**src/pcfg_pkg.sv**
```systemverilog
// Package of constants for the port 1 and pin 2.0 configuration block.
`default_nettype none
package pcfg_pkg;
  // ------------------------------------------------------------------
  // Register indices (byte address is four times the index)
  // ------------------------------------------------------------------
  localparam logic [7:0] IDX_P1_MODE_LO   = 8'hB3;
  localparam logic [7:0] IDX_P1_MODE_HI   = 8'hB4;
  localparam logic [7:0] IDX_P20_SETTING  = 8'hB5;
  localparam logic [7:0] IDX_PAGE_SELECT  = 8'hC0;
  // ------------------------------------------------------------------
  // Reset values
  // ------------------------------------------------------------------
  localparam logic [7:0] RST_P1_MODE_LO   = 8'hFF;
  localparam logic [7:0] RST_P1_MODE_HI   = 8'h00;
  localparam logic [7:0] RST_P1_THRESH    = 8'h00;
  localparam logic [7:0] RST_P1_SLEW      = 8'h00;
  localparam logic [7:0] RST_P20_SETTING  = 8'h00;
  // ------------------------------------------------------------------
  // Field positions of the pin 2.0 setting register
  // ------------------------------------------------------------------
  localparam int BIT_P20_PULLUP   = 7;
  localparam int BIT_T1_OUT_EN    = 3;
  localparam int BIT_T0_OUT_EN    = 2;
  localparam int BIT_P20_SCHMITT  = 0;
  localparam logic [7:0] MASK_P20_SETTING = 8'h8D;
  // ------------------------------------------------------------------
  // Pin modes, one-hot
  // ------------------------------------------------------------------
  typedef enum logic [3:0] {
    PCFG_MODE_QUASI = 4'h1,
    PCFG_MODE_PUSH  = 4'h2,
    PCFG_MODE_INPUT = 4'h4,
    PCFG_MODE_OPEN  = 4'h8
  } pcfg_mode_t;
endpackage
`default_nettype wire

```
**src/pcfg_mode_decode.sv**
```systemverilog
// Decoder of the two mode bits of one pin into a one-hot pad mode.
`default_nettype none
module pcfg_mode_decode (
  input  wire logic       mode_lo,
  input  wire logic       mode_hi,
  output var  logic [3:0] mode_onehot
);
  always_comb begin
    case ({mode_lo, mode_hi})
      2'b00:   mode_onehot = pcfg_pkg::PCFG_MODE_QUASI;
      2'b01:   mode_onehot = pcfg_pkg::PCFG_MODE_PUSH;
      2'b10:   mode_onehot = pcfg_pkg::PCFG_MODE_INPUT;
      2'b11:   mode_onehot = pcfg_pkg::PCFG_MODE_OPEN;
      default: mode_onehot = pcfg_pkg::PCFG_MODE_INPUT;
    endcase
  end
endmodule
`default_nettype wire

```
**src/pcfg_p20_pull.sv**
```systemverilog
// Pull-up resolver for pin 2.0 under the reset-pin option.
`default_nettype none
module pcfg_p20_pull (
  input  wire logic sw_pullup,
  input  wire logic reset_pin_disable_option,
  output var  logic pullup_on
);
  // dedicated function forces pull-up on
  // Option one gives the pin to its dedicated function.
  always_comb begin
    pullup_on = reset_pin_disable_option ? 1'b1 : sw_pullup;
  end
endmodule
`default_nettype wire

```
**src/pcfg_top.sv**
```systemverilog
// Port 1 and pin 2.0 configuration registers with an Avalon-MM slave.
//
// Behaviour
// - mode low and high bits pick pin mode.
// - 00 quasi, 01 push, 10 input, 11 open.
// - mode high register B4H page 0, reset zero.
// - threshold bits B3H page 1, one Schmitt.
// - slew bits B4H page 1, one fast.
// - bit 7 pull-up, only when option zero.
// - dedicated pin function keeps pull-up enabled.
// - bit 3 routes timer 1 output out.
// - bit 2 routes timer 0 output out.
// - bit 0 selects pin 2.0 threshold.
// - setting register B5H any page, reset zero.
//
// Our own choice: register access over Avalon-MM.
`default_nettype none
module pcfg_top #(
  parameter int PINS = 8
) (
  input  wire logic              clk,
  input  wire logic              rst,
  input  wire logic [9:0]        avs_address,
  input  wire logic              avs_read,
  input  wire logic              avs_write,
  input  wire logic [31:0]       avs_writedata,
  input  wire logic [3:0]        avs_byteenable,
  output var  logic [31:0]       avs_readdata,
  output var  logic              avs_waitrequest,
  output var  logic [1:0]        avs_response,
  input  wire logic              reset_pin_disable_option,
  input  wire logic              timer0_out,
  input  wire logic              timer1_out,
  output var  logic [4*PINS-1:0] p1_mode_onehot,
  output var  logic [PINS-1:0]   p1_schmitt_sel,
  output var  logic [PINS-1:0]   p1_fast_slew,
  output var  logic              pin20_pullup_on,
  output var  logic              pin20_schmitt_sel,
  output var  logic              timer0_pin_out,
  output var  logic              timer0_pin_oe_n,
  output var  logic              timer1_pin_out,
  output var  logic              timer1_pin_oe_n,
  output var  logic              page_sel
);
  // ------------------------------------------------------------------
  // Parameter check
  // ------------------------------------------------------------------
  if (PINS != 8) begin : g_bad_pins
    $error("pcfg_top: PINS must be 8");
  end

  // ------------------------------------------------------------------
  // State
  // ------------------------------------------------------------------
  typedef struct packed {
    logic [7:0]  mode_lo;
    logic [7:0]  mode_hi;
    logic [7:0]  thresh;
    logic [7:0]  slew;
    logic [7:0]  p20set;
    logic        page;
    logic        ack;
    logic [31:0] rdata;
    logic [1:0]  resp;
  } pcfg_state_t;

  pcfg_state_t s_q;
  pcfg_state_t s_d;

  logic [7:0] idx;
  logic       hit;
  logic [7:0] wbyte;
  logic [7:0] rbyte;

  assign idx   = avs_address[9:2];
  assign wbyte = avs_writedata[7:0];

  // ------------------------------------------------------------------
  // Register access
  // ------------------------------------------------------------------
  // One wait cycle: the request is answered the cycle after it appears,
  // which keeps read data coming straight from flip-flops.
  always_comb begin
    s_d   = s_q;
    hit   = 1'b1;
    rbyte = 8'h00;
    s_d.ack = 1'b0;
    case (idx)
      // threshold shares address on page 1
      pcfg_pkg::IDX_P1_MODE_LO:  rbyte = s_q.page ? s_q.thresh : s_q.mode_lo;
      // slew shares address on page 1
      pcfg_pkg::IDX_P1_MODE_HI:  rbyte = s_q.page ? s_q.slew : s_q.mode_hi;
      pcfg_pkg::IDX_P20_SETTING: rbyte = s_q.p20set;
      pcfg_pkg::IDX_PAGE_SELECT: rbyte = {7'h00, s_q.page};
      default:                   hit   = 1'b0;
    endcase
    if ((avs_read || avs_write) && !s_q.ack) begin
      s_d.ack   = 1'b1;
      s_d.resp  = hit ? 2'b00 : 2'b10;
      s_d.rdata = avs_read ? {24'h000000, rbyte} : 32'h00000000;
      if (avs_write && hit && avs_byteenable[0]) begin
        case (idx)
          pcfg_pkg::IDX_P1_MODE_LO: begin
            if (s_q.page) begin
              s_d.thresh = wbyte;
            end else begin
              s_d.mode_lo = wbyte;
            end
          end
          pcfg_pkg::IDX_P1_MODE_HI: begin
            if (s_q.page) begin
              s_d.slew = wbyte;
            end else begin
              s_d.mode_hi = wbyte;
            end
          end
          pcfg_pkg::IDX_P20_SETTING: begin
            s_d.p20set = wbyte & pcfg_pkg::MASK_P20_SETTING;
          end
          pcfg_pkg::IDX_PAGE_SELECT: s_d.page = wbyte[0];
          default:                   s_d.page = s_q.page;
        endcase
      end
    end
    if (rst) begin
      s_d.mode_lo = pcfg_pkg::RST_P1_MODE_LO;
      s_d.mode_hi = pcfg_pkg::RST_P1_MODE_HI;
      s_d.thresh  = pcfg_pkg::RST_P1_THRESH;
      s_d.slew    = pcfg_pkg::RST_P1_SLEW;
      s_d.p20set  = pcfg_pkg::RST_P20_SETTING;
      s_d.page    = 1'b0;
      s_d.ack     = 1'b0;
      s_d.rdata   = 32'h00000000;
      s_d.resp    = 2'b00;
    end
  end

  always_ff @(posedge clk) begin
    s_q <= s_d;
  end

  assign avs_waitrequest = (avs_read || avs_write) && !s_q.ack;
  assign avs_readdata    = s_q.rdata;
  assign avs_response    = s_q.resp;
  assign page_sel        = s_q.page;

  // ------------------------------------------------------------------
  // Pad controls
  // ------------------------------------------------------------------
  for (genvar i = 0; i < PINS; i++) begin : g_pin
    pcfg_mode_decode u_dec (
      .mode_lo     (s_q.mode_lo[i]),
      .mode_hi     (s_q.mode_hi[i]),
      .mode_onehot (p1_mode_onehot[4*i+3:4*i])
    );
  end

  assign p1_schmitt_sel = s_q.thresh;
  assign p1_fast_slew   = s_q.slew;

  pcfg_p20_pull u_pull (
    .sw_pullup                (s_q.p20set[pcfg_pkg::BIT_P20_PULLUP]),
    .reset_pin_disable_option (reset_pin_disable_option),
    .pullup_on                (pin20_pullup_on)
  );

  assign pin20_schmitt_sel = s_q.p20set[pcfg_pkg::BIT_P20_SCHMITT];

  assign timer0_pin_out  = timer0_out;
  assign timer0_pin_oe_n = !s_q.p20set[pcfg_pkg::BIT_T0_OUT_EN];
  assign timer1_pin_out  = timer1_out;
  assign timer1_pin_oe_n = !s_q.p20set[pcfg_pkg::BIT_T1_OUT_EN];
endmodule
`default_nettype wire

```
**config.mk**
```make
export PLATFORM = sky130hd
export DESIGN_NAME = pcfg_top
export DESIGN_NICKNAME = d
export VERILOG_FILES = /design/src/pcfg_pkg.sv /design/src/pcfg_mode_decode.sv /design/src/pcfg_p20_pull.sv /design/src/pcfg_top.sv
export SDC_FILE = /design/constraint.sdc
export NUM_CORES = 1
export LEC_CHECK = 0
export BUFFER_PORTS_ARGS = -buffer_cell sky130_fd_sc_hd__buf_2
export CAP_MARGIN = 40
export CORE_MARGIN = 3
export CORE_UTILIZATION = 35
export DETAILED_ROUTE_END_ITERATION = 6
export RECOVER_POWER = 25
export SLEW_MARGIN = 10
export SYNTH_ARGS = -nofsm -noshare
export SYNTH_HDL_FRONTEND = slang
export SYNTH_SLANG_ARGS = --single-unit
export TNS_END_PERCENT = 20
```
**constraint.sdc**
```tcl
create_clock -name clk -period 2.9 [get_ports clk]
set_input_delay 0.58 -clock clk [delete_from_list [all_inputs] [get_ports clk]]
set_output_delay 0.58 -clock clk [all_outputs]
set_load 0.005 [all_outputs]
```
==> reports/qor.yml <==
postLayoutCoreUtil_pct: 39.53
fin_worst_skew_ps: 4.881
p_clk_share_pct: 32.6
synth_top_area_share_pct: 33.32
gr-total-overflow: 0
relSlewSlack_pct: 35.85
drive_gt1_share_pct: 23.54
synth.most_common_cell: "buf_4"
rows: 32
max_clock_freq_mhz: 522.6
cts_tree: "built"
grt_pass1_vias: 1984
dp_hpwl_um: 4799
hold_class: "flop to flop"
synth_cell_types: 37
fp.dieW_um: 95.83
cts_setup_buffers: 0
grt_max_degree: 56
drt-total-wl_um: 6532
cts_max_level: 2
power_density_nw_per_um2: 358.1
cp_max_fo: 8
combinationalPowerShare_pct: 8.4
holdBufCountCts: 0
p_leak_nw: 1.385
die_h_um: 95.83
synthTopCellsByArea: "dfxtp_1 33%, mux2i_1 15%, buf_4 14%"
initial_utilization_pct: 36.36
syn-instance-count: 327
drt_iter0_markers: 55
ys_async_sr_fraction_pct: 0
clockRootBuffer: "clkbuf_8"
netlist_area_um2: 2824
p_sw_share_pct: 23.52
intPower_uw: 840.8
worstPathArrival_ps: 2060
track_usage_pct: 14.17
cp-start-kind: "input port"
grt_pass1_wl_um: 10110
synth_ff_type: "dfxtp_1"
diodes: 0
setup_tns_ps: 0
cp-end-kind: "flop"
drcViolationCount: 0
hold_viol: 0
drv_slew: 0
grt_antenna_before_repair: 0
yosys.area.top_type: "dfxtp_1"
status: "finished clean"
yosysWarnings: 0
fp.dieArea_um2: 9182
ant_nets: 0
ir_drop_uv: 136.9
required_ps: 3040
drt_first_pass_iters: 4
p_total_mw: 1.099
worstMarginPinSlew_ps: 962.2
cts_resized: 0
rsz0062_at_grt: "false"
path_buf_inv: 1
cp_slowest_cell: "nand4_2"
synth_edf_count: 0
numCtsBuffers: 5
max_stage_delay_ps: 520
final-setup-viol-count: 0
nNetsFinal: 432
critical_path_class: "input port to flop"
regArea_um2: 940.9
clkLatencyLatePin_ps: 290
sequentialPowerShare_pct: 59.0
vias: 2235
synth_common_cells: "53 x buf_4, 47 x dfxtp_1, 47 x nor2_1"
clk_pin_slew_ps: 80
avgViaCountPerCell: 4.656
cp_cell_sequence: "buf_2 > nor3b_4 > nand4_2 > mux2i_1 > nor2_1"
wl_per_cell_um: 13.61
clock_sinks: 47
core_um2: 7767
fin_crit_ps: 1913
syn_avg_cell_area_um2: 8.636
critPathTopFamily: "simple AND/OR/NAND/NOR gates"
clockBufferDepth: 2
fillers: 837
multi_input_area_um2: 1490
maxCapViolCount: 0
portBuffers: 84
synthToLayoutAreaGrowth_pct: 8.728
ys_ff_latch: 47
p_sw_uw: 258.6
io_pins: 143
finalCritPeriodShare_pct: 65.98
gp_congestion: 0.8100
yosysSeqAreaShare_pct: 33.32
## power by group through the flow
| stage | sequential [mW] | clock (mW) | combinational, mW |
|---|---|---|---|
| 2_1_floorplan | 0.664 | 0 | 0.0825 |
| 3_3_place_gp | 0.664 | 0 | 0.0910 |
| 3_5_place_dp | 0.664 | 0 | 0.0922 |
| 4_1_cts | 0.649 | 0.380 | 0.0925 |
| 5_1_grt | 0.649 | 0.398 | 0.105 |
| 6_report | 0.648 | 0.358 | 0.0926 |
## worst reg2reg max path: stages, from the launching register on
cell and delay, ps:
dfxtp_1 320, and3b_1 350, and2_1 210, and4b_1 600
mux2i_1 260
## logic make-up (layout without fill, tap and decap cells)
kind of cell    after synthesis  in the layout  share of synthesized area [%]
flops                        47             47                          33.32
other cells                   1             25                         0.1328
simple gates                130            130                          25.25
mux                          50             50                          18.08
buf+inv                      71             98                          17.10
compound gates               28             28                          6.114
## per-layer routing
metal | vias to the layer above | GRT usage [%] | share of wire [%] | wire length, um
met4 | 0 | 3.318 | 0.81 | 53
met1 | 1040 | 19.59 | 47 | 3092
met5 | - | 0 | 0 | 0
met3 | 5 | 3.518 | 6.9 | 449
li1 | 1121 | - | - | -
met2 | 69 | 22.18 | 45 | 2936
## state kept, by name, indices dropped and copies added, names as in the netlist
name               count
avs_readdata           8
avs_response           1
p1_fast_slew           8
p1_schmitt_sel         8
page_sel               1
pin20_schmitt_sel      1
s_q                   20
## placed cells by master, fill, tap and decap left out, types with 2 or more instances in the layout
master / n
buf_2: 65
nor2_1: 47
dfxtp_1: 47
mux2i_1: 42
conb_1: 25
clkbuf_1: 20
nor2b_1: 17
nand2b_1: 16
nand2_1: 14
and2_1: 9
mux2_2: 8
nor3_1: 8
o21ai_0: 8
a31oi_1: 6
a21oi_1: 5
clkbuf_8: 5
inv_1: 4
a22o_1: 3
buf_4: 3
and4b_1: 2
nor3b_4: 2
nand4_2: 2
nand3b_1: 2
nand4_1: 2
nor4b_1: 2
or3b_2: 2
o211ai_1: 2
## area by class of cell
cell class              count  area share [%]
multi-input cells         233           48.53
repair buffers             88           13.81
inverters                   4          0.4890
clock buffers               6           2.363
well taps                 102           4.156
flip-flops and latches     47           30.64
## final timing paths
kind,start,depth (start not counted),to,slack (ps)
setup / recovery,avs_address[4],5,s_q[67],990
hold / removal,avs_readdata[7],2,avs_readdata[7],450
setup reg to reg,s_q[34],4,s_q[74],1080
hold reg to reg,avs_readdata[7],2,avs_readdata[7],450
## through the flow
stage	area [um^2]	cells	setup slack, ps	hold WS (ps)
floorplan	2914	351	1188	426.3
detailed placement	3024	474	742.3	440.3
CTS	3097	480	1042	459.9
finish	3070	480	986.7	451.1
global placement	3024	474	781.9	437.6
global route	3070	480	895.3	489.4
(Power assumes the default switching activity.)
